===== config.mk =====
export PLATFORM = sky130hd
export DESIGN_NAME = adcs_regs
export DESIGN_NICKNAME = d
export VERILOG_FILES = /design/src/include/adcs_pkg.sv /design/src/rtl/adcs_clkgen.sv /design/src/rtl/adcs_regs.sv
export SDC_FILE = /design/constraint.sdc
export NUM_CORES = 1
export LEC_CHECK = 0
export ABC_AREA = 1
export BUFFER_PORTS_ARGS = -buffer_cell sky130_fd_sc_hd__buf_4
export CAP_MARGIN = 10
export CORE_ASPECT_RATIO = 1.25
export CORE_UTILIZATION = 35
export DETAILED_ROUTE_END_ITERATION = 16
export HOLD_SLACK_MARGIN = 0.15
export SYNTH_ARGS = -nofsm -noshare
export SYNTH_HDL_FRONTEND = slang
export SYNTH_SLANG_ARGS = --single-unit

===== constraint.sdc =====
create_clock -name i_clk_sys -period 3.6 [get_ports i_clk_sys]
set_input_delay 0.54 -clock i_clk_sys [delete_from_list [all_inputs] [get_ports i_clk_sys]]
set_output_delay 0.54 -clock i_clk_sys [all_outputs]
set_load 0.05 [all_outputs]

===== src/include/adcs_pkg.sv =====
package adcs_pkg;
   localparam int ADCS_ADDR_W = 5;
   localparam int ADCS_DATA_W = 8;
   // register offsets
   localparam logic [4:0] ADCS_OFS_CTRL = 5'h00;
   localparam logic [4:0] ADCS_OFS_ACCUM = 5'h01;
   localparam logic [4:0] ADCS_OFS_CLKDIV = 5'h02;
   localparam logic [4:0] ADCS_OFS_WINMODE = 5'h04;
   localparam logic [4:0] ADCS_OFS_SAMPLE_LENGTH = 5'h05;
   localparam logic [4:0] ADCS_OFS_INSEL = 5'h06;
   localparam logic [4:0] ADCS_OFS_CMD = 5'h08;
   localparam logic [4:0] ADCS_OFS_EVENT_INPUT_CTRL = 5'h09;
   localparam logic [4:0] ADCS_OFS_IRQEN = 5'h0a;
   localparam logic [4:0] ADCS_OFS_IRQFLAG = 5'h0b;
   localparam logic [4:0] ADCS_OFS_DBG = 5'h0c;
   localparam logic [4:0] ADCS_OFS_TEMP = 5'h0d;
   localparam logic [4:0] ADCS_OFS_RES = 5'h10;
   localparam logic [4:0] ADCS_OFS_WINDOW_LOW_THRESHOLD = 5'h12;
   localparam logic [4:0] ADCS_OFS_WINDOW_HIGH_THRESHOLD = 5'h14;
   localparam logic [4:0] ADCS_OFS_CLOCK_DUTY_CALIBRATION = 5'h16;
   localparam logic [4:0] ADCS_OFS_HIGH = 5'h01;
   // bit positions
   localparam int ADCS_BIT_ENABLE = 0;
   localparam int ADCS_BIT_CONTINUOUS_CONVERSION = 1;
   localparam int ADCS_BIT_START = 0;
   localparam int ADCS_BIT_EVSTART = 0;
   localparam int ADCS_BIT_RESULT_READY = 0;
   localparam int ADCS_BIT_WINDOW_COMPARE_FLAG = 1;
   localparam int ADCS_BIT_RUN_IN_DEBUG_HALT = 0;
   localparam int ADCS_BIT_DUTY = 0;
   // reset values
   localparam logic ADCS_DUTY_RST = 1'b1;
   // timing in converter clock cycles
   localparam logic [5:0] ADCS_SAMP_BASE = 6'h02;
   localparam logic [5:0] ADCS_CONV_CYCLES = 6'h0a;
   // window modes and accumulation limit
   localparam logic [2:0] ADCS_WIN_NONE = 3'h0;
   localparam logic [2:0] ADCS_WIN_BELOW = 3'h1;
   localparam logic [2:0] ADCS_WIN_ABOVE = 3'h2;
   localparam logic [2:0] ADCS_WIN_INSIDE = 3'h3;
   localparam logic [2:0] ADCS_WIN_OUTSIDE = 3'h4;
   localparam logic [2:0] ADCS_ACC_MAX = 3'h6;
   // input selector codes
   localparam logic [4:0] ADCS_IN_PIN_LAST = 5'h07;
   localparam logic [4:0] ADCS_IN_PIN10 = 5'h0a;
   localparam logic [4:0] ADCS_IN_PIN11 = 5'h0b;
   localparam logic [4:0] ADCS_IN_INTERNAL_REFERENCE_INPUT = 5'h1d;
   localparam logic [4:0] ADCS_IN_GND = 5'h1f;
   // raw result limits
   localparam logic [9:0] ADCS_RAW_MAX = 10'h3ff;
   localparam logic [9:0] ADCS_RAW_MIN = 10'h000;
   typedef enum logic [2:0] {
      ADCS_IDLE = 3'b001,
      ADCS_SAMPLE = 3'b010,
      ADCS_CONVERT = 3'b100
   } adcs_state_e;
endpackage


===== src/rtl/adcs_clkgen.sv =====
`timescale 1ns/1ps
module adcs_clkgen (
   input wire logic i_clk_sys,
   input wire logic i_rst_n,
   input wire logic [2:0] i_div_code,
   input wire logic i_duty_quarter,
   input wire logic i_run,
   output logic o_adc_clk,
   output logic o_tick
);
   typedef struct packed {
      logic [7:0] cnt;
      logic clk;
      logic tick;
   } adcs_clk_s;

   adcs_clk_s r, n;
   logic [8:0] div;
   logic [7:0] last;
   logic [7:0] high_len;

   always_comb begin
      div = 9'h002 << i_div_code; // see RULE23
      last = 8'(div - 9'h001);
      // quarter high time, but never shorter than one system clock
      high_len = i_duty_quarter ? 8'(div >> 2) : 8'(div >> 1); // see RULE19
      if (high_len == 8'h00) begin
         high_len = 8'h01;
      end
      n = r;
      n.tick = i_run && (r.cnt == last);
      if (!i_run || r.cnt == last) begin
         n.cnt = 8'h00;
      end else begin
         n.cnt = r.cnt + 8'h01;
      end
      n.clk = i_run && (n.cnt < high_len);
   end

   always_ff @(posedge i_clk_sys or negedge i_rst_n) begin
      if (!i_rst_n) begin
         r <= '0;
      end else begin
         r <= n;
      end
   end

   assign o_adc_clk = r.clk;
   assign o_tick = r.tick;
endmodule


===== src/rtl/adcs_regs.sv =====
`timescale 1ns/1ps
// Notes on behaviour
// RULE1: sample length field extends sampling phase
// RULE2: zero length samples two converter cycles
// RULE3: selector maps pins, reference, ground codes
// RULE4: selector change applies after running conversion
// RULE5: start bit begins single or continuous run
// RULE6: start bit reads one while busy
// RULE7: enabled event input starts a conversion
// RULE8: interrupt enable bits gate each flag
// RULE9: window compared at each conversion end
// RULE10: window flag cleared by one or read
// RULE11: result ready set on each completion
// RULE12: result ready cleared by one or read
// RULE13: debug halt freezes converter unless allowed
// RULE14: one shared temporary byte for wide access
// RULE15: raw result clamps at full and zero
// RULE16: high byte sits at base plus one
// RULE17: result and thresholds unsigned magnitude
// RULE18: window checks accumulated sum, not samples
// RULE19: duty bit selects half or quarter high
// RULE20: window mode selects below/above/inside/outside
// RULE21: continuous mode restarts right after completion
// RULE22: accumulation sums two-power consecutive samples
// RULE23: converter clock divides by two to 256
// RULE24: low byte read latches high byte
module adcs_regs (
   input wire logic i_clk_sys,
   input wire logic i_rst_n,
   input wire logic [4:0] i_addr,
   input wire logic [7:0] i_wdata,
   input wire logic i_wr,
   input wire logic i_rd,
   output logic [7:0] o_rdata,
   input wire logic i_event_start,
   input wire logic i_debug_halt,
   input wire logic [9:0] i_conv_data,
   input wire logic i_over_ref,
   input wire logic i_under_gnd,
   output logic [4:0] o_mux_sel,
   output logic o_sampling,
   output logic o_adc_clk,
   output logic o_irq
);
   typedef struct packed {
      adcs_pkg::adcs_state_e state;
      logic enable;
      logic continuous_conversion;
      logic [2:0] accum;
      logic [2:0] clkdiv;
      logic [2:0] winmode;
      logic [4:0] sample_length;
      logic [4:0] insel;
      logic [4:0] mux_act;
      logic evstart;
      logic [1:0] irqen;
      logic [1:0] flags;
      logic run_in_debug_halt;
      logic [7:0] temp;
      logic [15:0] res;
      logic [15:0] window_low_threshold;
      logic [15:0] window_high_threshold;
      logic duty;
      logic [15:0] acc;
      logic [6:0] smp_cnt;
      logic [5:0] phase;
      logic [7:0] rdata;
      logic irq;
      logic sampling;
   } adcs_regs_s;

   adcs_regs_s r, n;
   logic tick;
   logic halted;
   logic start_req;
   logic done_evt;
   logic [1:0] clr;
   logic [1:0] set;
   logic [9:0] smp;
   logic [15:0] acc_new;
   logic [6:0] target;
   logic [2:0] acc_eff;
   logic [5:0] samp_last;

   // reserved codes fall back to ground rather than an undefined input
   function automatic logic [4:0] insel_map(input logic [4:0] code);
      if (code <= adcs_pkg::ADCS_IN_PIN_LAST || code == adcs_pkg::ADCS_IN_PIN10 ||
          code == adcs_pkg::ADCS_IN_PIN11 || code == adcs_pkg::ADCS_IN_INTERNAL_REFERENCE_INPUT) begin
         return code; // see RULE3
      end
      return adcs_pkg::ADCS_IN_GND;
   endfunction

   function automatic logic win_hit(input logic [15:0] v, input logic [2:0] mode,
                                    input logic [15:0] lt, input logic [15:0] ht);
      case (mode) // see RULE20
         adcs_pkg::ADCS_WIN_BELOW: return v < lt;
         adcs_pkg::ADCS_WIN_ABOVE: return v > ht;
         adcs_pkg::ADCS_WIN_INSIDE: return (v > lt) && (v < ht);
         adcs_pkg::ADCS_WIN_OUTSIDE: return (v < lt) || (v > ht);
         default: return 1'b0;
      endcase
   endfunction

   function automatic logic is_addr(input logic [4:0] a, input logic [4:0] ofs);
      return a == ofs;
   endfunction

   adcs_clkgen u_clkgen (
      .i_clk_sys(i_clk_sys),
      .i_rst_n(i_rst_n),
      .i_div_code(r.clkdiv),
      .i_duty_quarter(r.duty),
      .i_run((r.state != adcs_pkg::ADCS_IDLE) && !halted),
      .o_adc_clk(o_adc_clk),
      .o_tick(tick)
   );

   always_comb begin
      n = r;
      n.rdata = 8'h00;
      clr = 2'b00;
      set = 2'b00;
      done_evt = 1'b0;
      halted = i_debug_halt && !r.run_in_debug_halt; // see RULE13
      smp = i_conv_data;
      if (i_over_ref) begin
         smp = adcs_pkg::ADCS_RAW_MAX; // see RULE15
      end else if (i_under_gnd) begin
         smp = adcs_pkg::ADCS_RAW_MIN; // see RULE15
      end
      acc_new = r.acc + {6'h00, smp}; // see RULE17
      acc_eff = (r.accum > adcs_pkg::ADCS_ACC_MAX) ? adcs_pkg::ADCS_ACC_MAX : r.accum;
      target = 7'h01 << acc_eff; // see RULE22
      samp_last = adcs_pkg::ADCS_SAMP_BASE + {1'b0, r.sample_length} - 6'h01; // see RULE1

      // register reads, data stand in the next cycle only
      if (i_rd) begin
         case (i_addr)
            adcs_pkg::ADCS_OFS_CTRL: n.rdata = {6'h00, r.continuous_conversion, r.enable};
            adcs_pkg::ADCS_OFS_ACCUM: n.rdata = {5'h00, r.accum};
            adcs_pkg::ADCS_OFS_CLKDIV: n.rdata = {5'h00, r.clkdiv};
            adcs_pkg::ADCS_OFS_WINMODE: n.rdata = {5'h00, r.winmode};
            adcs_pkg::ADCS_OFS_SAMPLE_LENGTH: n.rdata = {3'h0, r.sample_length};
            adcs_pkg::ADCS_OFS_INSEL: n.rdata = {3'h0, r.insel};
            adcs_pkg::ADCS_OFS_CMD: begin
               n.rdata = {7'h00, r.state != adcs_pkg::ADCS_IDLE}; // see RULE6
            end
            adcs_pkg::ADCS_OFS_EVENT_INPUT_CTRL: n.rdata = {7'h00, r.evstart};
            adcs_pkg::ADCS_OFS_IRQEN: n.rdata = {6'h00, r.irqen};
            adcs_pkg::ADCS_OFS_IRQFLAG: n.rdata = {6'h00, r.flags};
            adcs_pkg::ADCS_OFS_DBG: n.rdata = {7'h00, r.run_in_debug_halt};
            adcs_pkg::ADCS_OFS_TEMP: n.rdata = r.temp; // see RULE14
            adcs_pkg::ADCS_OFS_RES: begin
               n.rdata = r.res[7:0];
               n.temp = r.res[15:8]; // see RULE24
               clr = 2'b11; // see RULE10, RULE12
            end
            adcs_pkg::ADCS_OFS_WINDOW_LOW_THRESHOLD: begin
               n.rdata = r.window_low_threshold[7:0];
               n.temp = r.window_low_threshold[15:8]; // see RULE24
            end
            adcs_pkg::ADCS_OFS_WINDOW_HIGH_THRESHOLD: begin
               n.rdata = r.window_high_threshold[7:0];
               n.temp = r.window_high_threshold[15:8]; // see RULE24
            end
            adcs_pkg::ADCS_OFS_RES + adcs_pkg::ADCS_OFS_HIGH,
            adcs_pkg::ADCS_OFS_WINDOW_LOW_THRESHOLD + adcs_pkg::ADCS_OFS_HIGH,
            adcs_pkg::ADCS_OFS_WINDOW_HIGH_THRESHOLD + adcs_pkg::ADCS_OFS_HIGH: begin
               n.rdata = r.temp; // see RULE16
            end
            adcs_pkg::ADCS_OFS_CLOCK_DUTY_CALIBRATION: n.rdata = {7'h00, r.duty};
            default: n.rdata = 8'h00;
         endcase
      end

      // register writes; wide registers commit on the high byte
      if (i_wr) begin
         case (i_addr)
            adcs_pkg::ADCS_OFS_CTRL: begin
               n.enable = i_wdata[adcs_pkg::ADCS_BIT_ENABLE];
               n.continuous_conversion = i_wdata[adcs_pkg::ADCS_BIT_CONTINUOUS_CONVERSION];
            end
            adcs_pkg::ADCS_OFS_ACCUM: n.accum = i_wdata[2:0];
            adcs_pkg::ADCS_OFS_CLKDIV: n.clkdiv = i_wdata[2:0];
            adcs_pkg::ADCS_OFS_WINMODE: n.winmode = i_wdata[2:0];
            adcs_pkg::ADCS_OFS_SAMPLE_LENGTH: n.sample_length = i_wdata[4:0];
            adcs_pkg::ADCS_OFS_INSEL: n.insel = i_wdata[4:0];
            adcs_pkg::ADCS_OFS_EVENT_INPUT_CTRL: n.evstart = i_wdata[adcs_pkg::ADCS_BIT_EVSTART];
            adcs_pkg::ADCS_OFS_IRQEN: n.irqen = i_wdata[1:0];
            adcs_pkg::ADCS_OFS_IRQFLAG: clr = i_wdata[1:0]; // see RULE10, RULE12
            adcs_pkg::ADCS_OFS_DBG: n.run_in_debug_halt = i_wdata[adcs_pkg::ADCS_BIT_RUN_IN_DEBUG_HALT];
            adcs_pkg::ADCS_OFS_TEMP,
            adcs_pkg::ADCS_OFS_WINDOW_LOW_THRESHOLD,
            adcs_pkg::ADCS_OFS_WINDOW_HIGH_THRESHOLD: n.temp = i_wdata; // see RULE14
            adcs_pkg::ADCS_OFS_WINDOW_LOW_THRESHOLD + adcs_pkg::ADCS_OFS_HIGH: begin
               n.window_low_threshold = {i_wdata, r.temp}; // see RULE16
            end
            adcs_pkg::ADCS_OFS_WINDOW_HIGH_THRESHOLD + adcs_pkg::ADCS_OFS_HIGH: begin
               n.window_high_threshold = {i_wdata, r.temp}; // see RULE16
            end
            adcs_pkg::ADCS_OFS_CLOCK_DUTY_CALIBRATION: n.duty = i_wdata[adcs_pkg::ADCS_BIT_DUTY];
            default: n.temp = n.temp;
         endcase
      end

      start_req = (i_wr && is_addr(i_addr, adcs_pkg::ADCS_OFS_CMD) &&
                   i_wdata[adcs_pkg::ADCS_BIT_START]) || // see RULE5
                  (r.evstart && i_event_start && !halted); // see RULE7, RULE13

      // conversion engine; sample and convert phases advance only on converter clock ticks
      case (r.state)
         adcs_pkg::ADCS_IDLE: begin
            if (r.enable && start_req) begin
               n.state = adcs_pkg::ADCS_SAMPLE;
               n.mux_act = insel_map(r.insel); // see RULE4
               n.phase = 6'h00;
               n.acc = 16'h0000;
               n.smp_cnt = 7'h00;
               n.sampling = 1'b1;
            end
         end
         adcs_pkg::ADCS_SAMPLE: begin
            if (tick) begin
               if (r.phase == samp_last) begin // see RULE1, RULE2
                  n.state = adcs_pkg::ADCS_CONVERT;
                  n.phase = 6'h00;
                  n.sampling = 1'b0;
               end else begin
                  n.phase = r.phase + 6'h01;
               end
            end
         end
         adcs_pkg::ADCS_CONVERT: begin
            if (tick) begin
               if (r.phase != adcs_pkg::ADCS_CONV_CYCLES - 6'h01) begin
                  n.phase = r.phase + 6'h01;
               end else if (r.smp_cnt != target - 7'h01) begin
                  n.acc = acc_new; // see RULE22
                  n.smp_cnt = r.smp_cnt + 7'h01;
                  n.phase = 6'h00;
                  n.state = adcs_pkg::ADCS_SAMPLE;
                  n.sampling = 1'b1;
               end else begin
                  done_evt = 1'b1;
                  n.res = acc_new;
                  set[adcs_pkg::ADCS_BIT_RESULT_READY] = 1'b1; // see RULE11
                  // see RULE9, RULE18
                  set[adcs_pkg::ADCS_BIT_WINDOW_COMPARE_FLAG] = win_hit(acc_new, r.winmode,
                                                          r.window_low_threshold, r.window_high_threshold);
                  if (r.continuous_conversion) begin
                     n.state = adcs_pkg::ADCS_SAMPLE; // see RULE21
                     n.mux_act = insel_map(r.insel); // see RULE4
                     n.phase = 6'h00;
                     n.acc = 16'h0000;
                     n.smp_cnt = 7'h00;
                     n.sampling = 1'b1;
                  end else begin
                     n.state = adcs_pkg::ADCS_IDLE; // see RULE6
                  end
               end
            end
         end
         default: n.state = adcs_pkg::ADCS_IDLE;
      endcase

      // disabling the converter abandons a conversion without a result
      if (!n.enable) begin
         n.state = adcs_pkg::ADCS_IDLE;
         n.sampling = 1'b0;
      end

      // a completion in the clearing cycle keeps its flag
      n.flags = (r.flags & ~clr) | set;
      n.irq = |(n.flags & n.irqen); // see RULE8
   end

   always_ff @(posedge i_clk_sys or negedge i_rst_n) begin
      if (!i_rst_n) begin
         r <= '0;
         r.state <= adcs_pkg::ADCS_IDLE;
         r.duty <= adcs_pkg::ADCS_DUTY_RST; // see RULE19
      end else begin
         r <= n;
      end
   end

   assign o_rdata = r.rdata;
   assign o_mux_sel = r.mux_act;
   assign o_sampling = r.sampling;
   assign o_irq = r.irq;
endmodule


Word level (Yosys, flattened, before mapping)
Index checks and enable logic that the tools add are counted.
{"block": "op_classes", "eq_ne": 48, "addsub": 8, "n_reduce_logical": 43, "magnitude_cmp": 7, "bitwise": 6, "mul": 0, "muxes": 75, "shift": 2, "n_div": 0}
{"cell": "$pmux 8 s16", "n": 1}
{"cell": "$mux 29", "n": 4}
{"cell": "$mux 8", "n": 7}
{"cell": "$mux 5", "n": 10}
{"cell": "$pmux 23 s2", "n": 1}
{"cell": "$eq 5x4->1 const B", "n": 8}
{"cell": "$eq 5x5->1 const B", "n": 8}
{"cell": "$mux 3", "n": 11}
{"cell": "$gt 16x16->1", "n": 2}
{"cell": "$lt 16x16->1", "n": 2}
{"cell": "$mux 2", "n": 12}
{"cell": "$pmux 8 s3", "n": 1}
{"cell": "$mux 23", "n": 1}
{"cell": "$reduce_and 2->1", "n": 11}
{"cell": "$mux 21", "n": 1}
{"cell": "$mux 10", "n": 2}
{"cell": "$mux 6", "n": 3}
{"cell": "$pmux 6 s3", "n": 1}
{"cell": "$add 16x10->16", "n": 1}
{"cell": "$mux 1", "n": 16}
{"cell": "$eq 5x3->1 const B", "n": 3}
{"cell": "$reduce_and 5->1", "n": 3}
{"cell": "$ne 3x3->1 const B", "n": 4}
{"cell": "$logic_and 1x1->1", "n": 10}
{"cell": "other kinds (47)", "n": 66}
{"block": "totals", "n_memories": 0, "regBits": 141, "rom_bits": 0, "word_cells": 216, "latch_bits": 0, "output_inout_bits": 16, "mem_bits_rw": 0, "in_bits": 31}

Longest topological paths before layout
Gate-level depths: netlist (run 1).
{"block": "depth", "word_depth": 16, "mapped_depth": 30}

Cells and area by module
Synthesis (run 1) repeated with hierarchy kept, for this count alone.
{"block": "hier_totals", "cells_unflattened": 1148, "hier_area_um2": 8764.7}
{"mod": "adcs_regs", "n_inst": 1, "seq_area_each_um2": 3280.6, "area_each_um2": 7870.0, "cells_each": 1018}
{"mod": "adcs_clkgen", "n_inst": 1, "seq_area_each_um2": 250.2, "area_each_um2": 894.6, "cells_each": 130}

Least setup slack after synthesis (run 1)
Ideal clock, no wire load.
{"block": "synth_path", "path_kind": "input-to-reg", "start": "input port i_under_gnd", "end": "register r, in the netlist o_irq", "cell_stages": 28, "required_time_ns": 3.483, "path_buffers": 0, "slack_ns": 0.146, "arrival_ns": 3.337, "cell_sequence": "clkinv_1 > a21oi_1 > inv_1 > ha_1 > nand3_1 > nand2_1 > nand2_1 > nand2_1 > o21ai_0 > o21ai_0 > nand3_1 > nand2_1 > nand2_1 > nand2_1 > inv_1 > ha_1 > nand2_1 > nor2_1 > nand2_1 > nor2_1 > nand2_1 > nand3_1 > nand3b_1 > nand3_1 > nand2_1 > nand2_1 > nand2_1 > nand2_1"}
{"element": "start, declared", "line_no": "adcs_regs.sv:39", "text": "input wire logic i_under_gnd,"}
{"element": "end signal, assigned", "line_no": "adcs_regs.sv:284", "text": "r <= n;"}
{"element": "end, declared", "line_no": "adcs_regs.sv:72", "text": "adcs_regs_s r, n;"}

==> run summary, run 1 <==
The tree is rooted in a sky130_fd_sc_hd__clkbuf_16. For this run, the detailed router's first-pass iteration total came to 5. Endpoint of the lowest-slack register-to-register path: o_irq$_DFF_PN0_. For flop-to-flop paths, the worst setup slack is 0.40 ns. The H-tree was split into 4 levels.

The number of endpoints failing setup at the final stage came out at 0. The largest total area in the synthesized netlist belongs to sky130_fd_sc_hd__dfrtp_1. The initialized floorplan defines 64 standard-cell rows.

The total length of routed wires is 23.6 mm. In the routed layout, each cell is associated on average with a via count of 4.87. The run gives 30.4% as the share of total power in combinational logic. The first global-routing pass estimated 38.2 mm of wire.

The die covers 25,600 um^2. The clock passes through at most 2 buffers. The worst hold path class was in2async. Sorting the synthesized cells by area gives the leading types as sky130_fd_sc_hd__dfrtp_1, sky130_fd_sc_hd__nand2_1, sky130_fd_sc_hd__ha_1. For this design the static power due to leakage is 5.05 nW. Counting flops and latches in the post-synthesis netlist gives 141. The relative area change from synthesis to final layout came out at 18.5%. The worst setup path is captured at a register.

Dividing total power by cell area gives a power density of 527 nW/um^2. In this run the tightest slew margin relative to its limit is 45.0%. The fmax was 304 MHz; the number of clock sinks was 141.

After clock tree synthesis, the clock-pin slew on the worst setup and hold paths is 0.06 ns. Routability-driven placement finished with a final weighted congestion of 0.902. Dividing the synthesized area by the synthesized cell count gives 7.60 um^2.

Across the routed clock network, the largest skew measured is 0.00830 ns. The logs give 17.9 mm for the estimated wirelength of the detail-placed design and 24,500 um^2 for the core outline area. For this run, design rule violations remaining after detail routing come to 0. Summing every instance area after synthesis gives 8740 um^2.

In this run the worst path has a maximum fanout of 7. The tools report the total inserted antenna cells as 0. The most used flip-flop cell after synthesis is sky130_fd_sc_hd__dfrtp_1. Counting I/O delays and the setup requirement, the final critical path takes 3.29 ns. TritonCTS built the clock tree.

For the hold violation total from the final report, the log shows 0. After global routing the overflow that remains totals 0. Counting flops with a built-in enable in the synthesized netlist gives 0. Max-cap violations in this run came to 0. The iteration-0 DRC count of the detailed router was 496; the cell-internal power was 3.54 mW. The top cell type by area accounts for 39.8% of the synthesized area. The height of the chip is 179 um, and the effective utilization at floorplan is 35.7%. For the pin with the worst max-slew slack, the measured transition is 0.825 ns. The number of cells on the worst reg-to-reg path is 24. The number of buffers inserted by port buffering came out at 46. The minimum hold slack was 0.170 ns. The average wire length per cell after detail routing is 15.0 um, and the number of distinct library cell variants in the gate-level netlist after synthesis is 50. For the number of buffers inserted for hold repair after clock tree synthesis, the log shows 0. For the worst setup path, the data arrival time is 3.61 ns. Global routing consumed, over all layers together, 19.7% of the routing resources. The share of total power dissipated in sequential elements is 37.6%.

The final max-slew violation count is 0, and the part of the total power dissipated in the clock network is 32.0%. The kind of critical path is in2reg. In this run the power spent charging and discharging nets is 1.92 mW. The count of synthesis-stage warnings from yosys came out at 0. Synthesis handed over a netlist of 1,150 instances. Counting flops with an async set or reset pin after synthesis yields a share of 100%.

In the final layout, the share of cells above drive strength 1 is 14.2%. Counting the buffers created by CTS gives 17. The initial antenna violation count is 0. The startpoint identified for the worst register-to-register timing path is r[25]$_DFFE_PN0P_. Across all setup checks in the final design, the least slack found is 0.312 ns.

Sequential elements use 40.4% of the synthesized area. At the placement stage, the worst setup path has a slack of -0.262 ns. Across the VDD grid, the largest voltage drop is 0.281 mV. Entering global routing, the biggest net connects 87 pins. STA classifies the critical path startpoint as an input port. After the last flow step, the layout net total stands at 1,319. Synthesis produced a netlist with a net count of 1,237. The die is 143 um wide.

The flow ran to the end, and the final reports show no timing, DRC or antenna violations. In the finished design, the share of the clock period the worst path needs comes to 91.3%. The routed via count is 7,674, and the net switching fraction of the power is 35.1%. For this design the top-level I/O count stands at 47. The later pin in the worst-skew pair is clocked with a latency of 0.43 ns. The number of global-route vias before repair was 7,643. At the worst endpoint, the required time is 3.92 ns. In this run the remaining antenna-violating nets after routing total 0.
## power by group through the flow
stage | Sequential, mW | Clock, mW | Combinational [mW]
finish | 2.05 | 1.74 | 1.66
CTS | 2.05 | 1.78 | 1.65
global placement | 2.07 | 0 | 1.60
floorplan | 2.01 | 0 | 1.16
global route | 2.09 | 1.84 | 1.90
detailed placement | 2.07 | 0 | 1.64
## placed cells by master (no fill, tap or decap), types with 5 or more instances in the layout
cell and n:
sky130_fd_sc_hd__o22ai_1 16, sky130_fd_sc_hd__nand3_1 48, sky130_fd_sc_hd__nor3_1 10, sky130_fd_sc_hd__o211ai_1 11, sky130_fd_sc_hd__nor2_4 5, sky130_fd_sc_hd__nor2_1 78
sky130_fd_sc_hd__xor2_1 20, sky130_fd_sc_hd__inv_1 158, sky130_fd_sc_hd__buf_4 94, sky130_fd_sc_hd__xnor2_1 12, sky130_fd_sc_hd__or2_2 5, sky130_fd_sc_hd__o21ai_0 92
sky130_fd_sc_hd__nor2_2 7, sky130_fd_sc_hd__dfrtp_1 139, sky130_fd_sc_hd__a21oi_1 46, sky130_fd_sc_hd__o21ai_1 31, sky130_fd_sc_hd__ha_1 54, sky130_fd_sc_hd__nand4_1 10
sky130_fd_sc_hd__clkbuf_16 17, sky130_fd_sc_hd__inv_2 8, sky130_fd_sc_hd__nand2_1 309
## flip-flops by register name, summed over array words and instances (netlist names)
register	cells
r	116
o_rdata	8
u_clkgen.r	8
o_mux_sel	5
o_irq	1
o_sampling	1
u_clkgen.o_adc_clk	1
u_clkgen.o_tick	1
## critical path: stages
cell	delay, ns
sky130_fd_sc_hd__buf_4	0.09
sky130_fd_sc_hd__clkinvlp_4	0.09
sky130_fd_sc_hd__buf_4	0.17
sky130_fd_sc_hd__nand2_1	0.06
sky130_fd_sc_hd__nand2_1	0.05
sky130_fd_sc_hd__ha_1	0.28
sky130_fd_sc_hd__inv_1	0.10
sky130_fd_sc_hd__nor3_2	0.22
sky130_fd_sc_hd__nand3_1	0.09
sky130_fd_sc_hd__nand4_1	0.16
sky130_fd_sc_hd__nand3_2	0.11
sky130_fd_sc_hd__xor2_2	0.26
sky130_fd_sc_hd__inv_1	0.09
sky130_fd_sc_hd__buf_4	0.14
sky130_fd_sc_hd__ha_1	0.26
sky130_fd_sc_hd__nand2_1	0.07
sky130_fd_sc_hd__nor2_2	0.14
sky130_fd_sc_hd__nand2_1	0.09
sky130_fd_sc_hd__inv_1	0.06
sky130_fd_sc_hd__nand2_1	0.06
sky130_fd_sc_hd__nand2_1	0.08
sky130_fd_sc_hd__nand2_1	0.05
sky130_fd_sc_hd__nand2_1	0.05
sky130_fd_sc_hd__nand3_1	0.07
sky130_fd_sc_hd__nand2_1	0.06
sky130_fd_sc_hd__nand2_1	0.06
sky130_fd_sc_hd__nand2_1	0.06
sky130_fd_sc_hd__nand2_1	0.05
## through the flow
stage / power, mW / TNS, ns / std cells / util (%) / area, um^2
finish: 5.45 / 0 / 1575 / 42.2 / 10400
global route: 5.84 / -0.0177 / 1575 / 42.2 / 10400
CTS: 5.47 / 0 / 1574 / 41.9 / 10300
detailed placement: 3.71 / -0.429 / 1542 / 39.5 / 9680
global placement: 3.68 / -0.377 / 1542 / 39.5 / 9680
floorplan: 3.17 / 0 / 1150 / - / 8740
## cells in the mapped netlist (3+ instances only)
cell type	number
sky130_fd_sc_hd__a21oi_1	48
sky130_fd_sc_hd__a221oi_1	4
sky130_fd_sc_hd__a41oi_1	3
sky130_fd_sc_hd__buf_2	4
sky130_fd_sc_hd__buf_4	15
sky130_fd_sc_hd__clkbuf_1	10
sky130_fd_sc_hd__dfrtp_1	139
sky130_fd_sc_hd__ha_1	55
sky130_fd_sc_hd__inv_1	158
sky130_fd_sc_hd__inv_2	8
sky130_fd_sc_hd__nand2_1	309
sky130_fd_sc_hd__nand2_2	3
sky130_fd_sc_hd__nand3_1	49
sky130_fd_sc_hd__nand3b_1	3
sky130_fd_sc_hd__nand4_1	10
sky130_fd_sc_hd__nor2_1	83
sky130_fd_sc_hd__nor2_4	5
sky130_fd_sc_hd__nor3_1	12
sky130_fd_sc_hd__o211ai_1	11
sky130_fd_sc_hd__o21ai_0	97
sky130_fd_sc_hd__o21ai_1	27
sky130_fd_sc_hd__o21bai_1	3
sky130_fd_sc_hd__o22ai_1	16
sky130_fd_sc_hd__or2_2	5
sky130_fd_sc_hd__xnor2_1	12
sky130_fd_sc_hd__xor2_1	24
## how the worst max path moves through the flow
stage / endpoint / cells past startpoint / slack [ns] / from
after detailed placement: o_irq$_DFF_PN0_ / 28 / -0.26 / i_under_gnd
after CTS: o_irq$_DFF_PN0_ / 28 / 0.16 / i_under_gnd
after floorplan: o_irq$_DFF_PN0_ / 28 / 0.15 / i_under_gnd
after global placement: o_irq$_DFF_PN0_ / 29 / -0.24 / i_under_gnd
final: o_irq$_DFF_PN0_ / 28 / 0.31 / i_under_gnd
after global routing: o_irq$_DFF_PN0_ / 28 / -0.02 / i_under_gnd
## final cells by class
cell class              count  area, um^2
clock buffers              22         464
fillers                  2562       14200
clock inverters            10         115
well taps                 330         413
inverters                 169         639
flip-flops and latches    141        3530
multi-input cells         807        4450
repair buffers             96         737
## kinds of logic after synthesis
family / Yosys count / synth area share (%)
AO/OA/AOI/OAI: 228 / 14.9
adder cells (fa/ha/maj): 56 / 8.11
XOR/XNOR: 36 / 3.61
buffers and inverters: 202 / 9.57
AND/OR/NAND/NOR: 487 / 23.4
flip-flops: 141 / 40.4
## timing repair
item                                    in CTS  in global routing
gates resized for setup                      0                 22
endpoints found under the setup margin       0                  2
setup buffers                                0                  1
## routing by layer
layer | routed length, um | vias to the layer above | track usage [%] | share of wire [%]
li1 | - | 3881 | - | -
met1 | 9810 | 3598 | 22.5 | 41
met2 | 12200 | 145 | 35.7 | 51
met5 | 0 | - | 0 | 0
met4 | 878 | 0 | 9.22 | 3.7
met3 | 789 | 50 | 3.36 | 3.3
No activity file was read; power rests on OpenSTA's default activity.
==> run 2: changes to the inputs <==
ABC_AREA = not set   (was 1)
CTS_CLUSTER_DIAMETER = 50   (was not set)
RECOVER_POWER = 50   (was not set)
==> run summary, run 2 <==
The run finished, with violations left. The final reports fail on capacitance limit, slew limit, setup timing. The via density per instance came out at 5.32 (+9.2%). The run gives 3.91 ns (about the same) as the required time of the worst setup path.

The tools report the kind of start point of the critical path as a register. The power density of the placed cells is 498 nW/um^2 (-5.5%), and the number of nets in the synthesized netlist is 984 (-20%). Total inserted antenna cells: 0 (unchanged). Number of buffers and inverters on the critical path: 3 (-4). The tree is rooted in a sky130_fd_sc_hd__clkbuf_16.

The post-synthesis async set-or-reset flop share is 100% (unchanged). The number of global-route vias before repair was 7,072 (-7.5%). The final max-slew violation count was 70 (+70).

The logs give 8610 um^2 (-1.4%) for the synthesized area and 7,095 (-7.5%) for the routed via count. By count the netlist is led by sky130_fd_sc_hd__dfrtp_1, sky130_fd_sc_hd__nand2_1, sky130_fd_sc_hd__ha_1. The post-place setup slack was -0.875 ns (-0.613 ns); the iteration-0 DRC count of the detailed router was 413 (-17%). The number of clock sinks is 141 (unchanged).

The maximum number of pins on one net before global-route repair is 70 (-20%). The count of flip-flops with a built-in enable after synthesis was 0 (unchanged). The cell family contributing the most delay on the critical path was compound AO/OA/AOI/OAI gates. For the number of endpoints failing setup at the final stage, the log shows 3 (+3). The number of top-level pins is 47 (unchanged).

The number of cells on the critical path came out at 18 (-36%). The run gives 24,000 um^2 (-2.2%) as the core outline area. The final period demand of the worst path is 3.84 ns (+0.556 ns). The instance area after placement was 9600 um^2 (-0.81%); the flip-flop count of the largest register, all copies and words added was 116 (unchanged). The overall fraction of global-route tracks in use is 19.2% (-0.57 points). r holds more flip-flops than any other register. The worst-case clock skew came out at 0.0115 ns (+0.00322 ns).

TritonCTS built the clock tree. The worst setup path is of the reg2reg kind. The area fraction in compound gates after synthesis came out at 17.3% (+2.4 points).

The instance count of the mapped netlist is 897 (-22%). The maximum count of clock buffers along a single path was 2 (unchanged). The top cell types in the final layout, fill and taps aside, are sky130_fd_sc_hd__dfrtp_1, sky130_fd_sc_hd__nand2_1, sky130_fd_sc_hd__buf_4. The peak per-stage delay on the critical path came out at 0.36 ns (+0.08 ns).

The synthesized area per cell came out at 9.60 um^2 (+26%). The initial antenna violation count is 0 (unchanged), and the length of the first detailed-routing pass in iterations is 7 (+2). The area enclosed by the die boundary was 25,200 um^2 (-1.4%); the post-detailed-route DRC marker count was 0 (unchanged). The library cell used most frequently in the layout, excluding fill and tap cells, is sky130_fd_sc_hd__dfrtp_1.

The post-synthesis register bit count came out at 141 (unchanged). The peak fanout along the critical path is 6 (-1), and the setup slack of the most critical reg-to-reg path is -0.24 ns (-0.64 ns). Setup repair after global routing could not meet its margin everywhere.

The tools report the total power as 5.18 mW (-5.0%). The fraction of layout cells with a size suffix above 1 was 23.5% (+9.3 points). For hold timing, the worst endpoint is r[55]$_DFFE_PN0P_. The total length of routed wires is 22.9 mm (-3.1%), and the instance count along the most critical hold path is 3.

The multiplexer share of the synthesized area came out at 9.38% (+9.4 points). Setup slack after layout: -0.244 ns (-0.556 ns). Of all cell types, the one taking the most synthesized area is sky130_fd_sc_hd__dfrtp_1. The effective utilization at floorplan came out at 35.9% (+0.29 points). The average wire length per cell after detail routing was 17.2 um (+14%); the fraction of the yosys area taken by sequential cells was 41.0% (+0.58 points). The total global routing overflow is 0 (unchanged). The run gives 1,082 (-18%) as the post-layout net count. The wire length of the first global-routing pass is 37.1 mm (-3.1%). Largest vdd supply drop: 0.308 mV (+9.6%). The post-CTS clock slew at the launch and capture registers of the worst setup and hold paths works out to 0.06 ns (about the same). Period utilization: 107% (+15 points). Arrival time of the worst setup path: 4.15 ns (+0.54 ns). The final design area excluding fillers is 10,400 um^2 (+0.54%). The logs give 0 (unchanged) for the hold violation total from the final report and 17 (unchanged) for the number of CTS-inserted buffers.

The logs give 260 MHz (-14%) for the fmax and 63 (-1.6%) for the site row count. Number of maximum-capacitance constraint violations: 1 (+1). The area fraction in and, or, nand and nor cells after synthesis was 15.8% (-7.7 points).

The relative area change from synthesis to final layout works out to 20.8%. The critical path goes through ha_2, inv_2, fa_2, nor2b_2, o2111a_1, nor3_2, o31a_1, buf_6, xnor2_2, ha_1, nand4_1, buf_4, nor3_1, a21bo_2, and4_1, a211oi_2, o31ai_2, a22o_1. The number of buffers inserted by port buffering is 46 (unchanged). The startpoint identified for the worst register-to-register timing path is r[23]$_DFFE_PN0P_.

The post-synthesis adder-cell area fraction came out at 8.22% (+0.12 points). The xor/xnor cell area share of the yosys netlist was 3.46% (-0.15 points); the proportion of netlist area held by the largest area contributor was 40.4% (+0.57 points). The worst setup path is captured at a register.

The run gives 0 (unchanged) as the count of synthesis-stage warnings from yosys. The clock insertion delay at the later pin of the skew report was 0.43 ns (about the same); the height of the chip was 177 um (-0.69%). The worst hold path class is in2reg. Transition time of the tightest slew-check pin: 1.77 ns (+0.941 ns).

Estimated wirelength of the detail-placed design: 16.8 mm (-6.4%). The run gives 4 (unchanged) as the total number of H-tree levels. By area the synthesized netlist is led by sky130_fd_sc_hd__dfrtp_1, sky130_fd_sc_hd__ha_1, sky130_fd_sc_hd__mux2_2.

Remaining antenna violation count after routing: 0 (unchanged). After synthesis, the largest family of logic cells by area is compound AO/OA/AOI/OAI gates. Placer congestion estimate: 0.842 (-6.7%).

The worst slew slack as a fraction of its limit came out at -17.8% (-63 points). By instance count, the leading cell after synthesis is sky130_fd_sc_hd__dfrtp_1. Endpoint of the lowest-slack register-to-register path: o_irq$_DFF_PN0_. The number of cell instances on the worst register-to-register path is 18 (-25%).

The slowest stage of the critical path is the sky130_fd_sc_hd__dfrtp_1 cell. The worst hold path begins at i_wdata[7]. The floorplan die width was 142 um (-0.69%); the standby leakage power was 4.66 nW (-7.5%). The tools report the number of distinct library cell variants in the gate-level netlist after synthesis as 72 (+44%). The main flop type after synthesis was sky130_fd_sc_hd__dfrtp_1.
## run 2: kinds of logic after synthesis
| logic type | Yosys count |
|---|---|
| AND/OR/NAND/NOR | 277 |
| AO/OA/AOI/OAI | 219 |
| multiplexers | 72 |
| XOR/XNOR | 34 |
| buffers and inverters | 98 |
| flip-flops | 141 |
| adder cells (fa/ha/maj) | 56 |
## run 2: power breakdown
group / internal [mW] / switching (mW) / leakage (nW)
combinational: 0.610 / 0.785 / 2.60
clock: 0.909 / 0.740 / 0.268
sequential: 1.84 / 0.291 / 1.79
## run 2: timing repair
action                                 CTS  global route
gates resized for setup                 14            15
endpoints found under the hold margin   24             0
setup endpoints to repair                2             4
hold buffers                             1             0
setup buffers                           21             3
pin swaps                               23            11
## run 2: tightest hold or removal path: stages
cell and delay, ns:
sky130_fd_sc_hd__buf_4 0.09, sky130_fd_sc_hd__nand2_1 0.04, sky130_fd_sc_hd__o21ai_0 0.05
## run 2: cell type report
type,count,area (um^2)
Fill cell,2358,13600
Multi-Input combinational cell,658,4850
Sequential cell,141,3530
Timing Repair Buffer,124,866
Clock buffer,18,439
Tap cell,325,407
Inverter,53,204
Clock inverter,14,109
## run 2: per-stage QoR
step	TNS, ns	hold slack, ns	std cells	utilization [%]
2_1_floorplan	-0.439	0.244	897	-
3_3_place_gp	-1.26	0.456	1276	40.1
4_1_cts	-0.671	0.318	1330	43.3
3_5_place_dp	-1.59	0.462	1276	40.1
6_report	-0.541	0.329	1333	43.4
5_1_grt	-1.11	0.323	1333	43.4
## run 2: worst max-delay path by stage
stage,slack (ns),endpoint,from
global placement,-0.71,o_irq$_DFF_PN0_,i_under_gnd
finish,-0.24,o_irq$_DFF_PN0_,r[23]$_DFFE_PN0P_
CTS,-0.29,o_irq$_DFF_PN0_,r[23]$_DFFE_PN0P_
detailed placement,-0.87,o_irq$_DFF_PN0_,i_under_gnd
global route,-0.46,o_irq$_DFF_PN0_,r[23]$_DFFE_PN0P_
floorplan,-0.30,o_irq$_DFF_PN0_,i_over_ref
## run 2: layer usage
layer  up-vias  global-route usage (%)  part of all wire, %
li1       3444                       -                    -
met1      3488                    22.3                   42
met2       120                    34.7                   52
met3        43                    2.94                  2.7
met4         0                    7.97                  3.0
met5         -                       0                    0
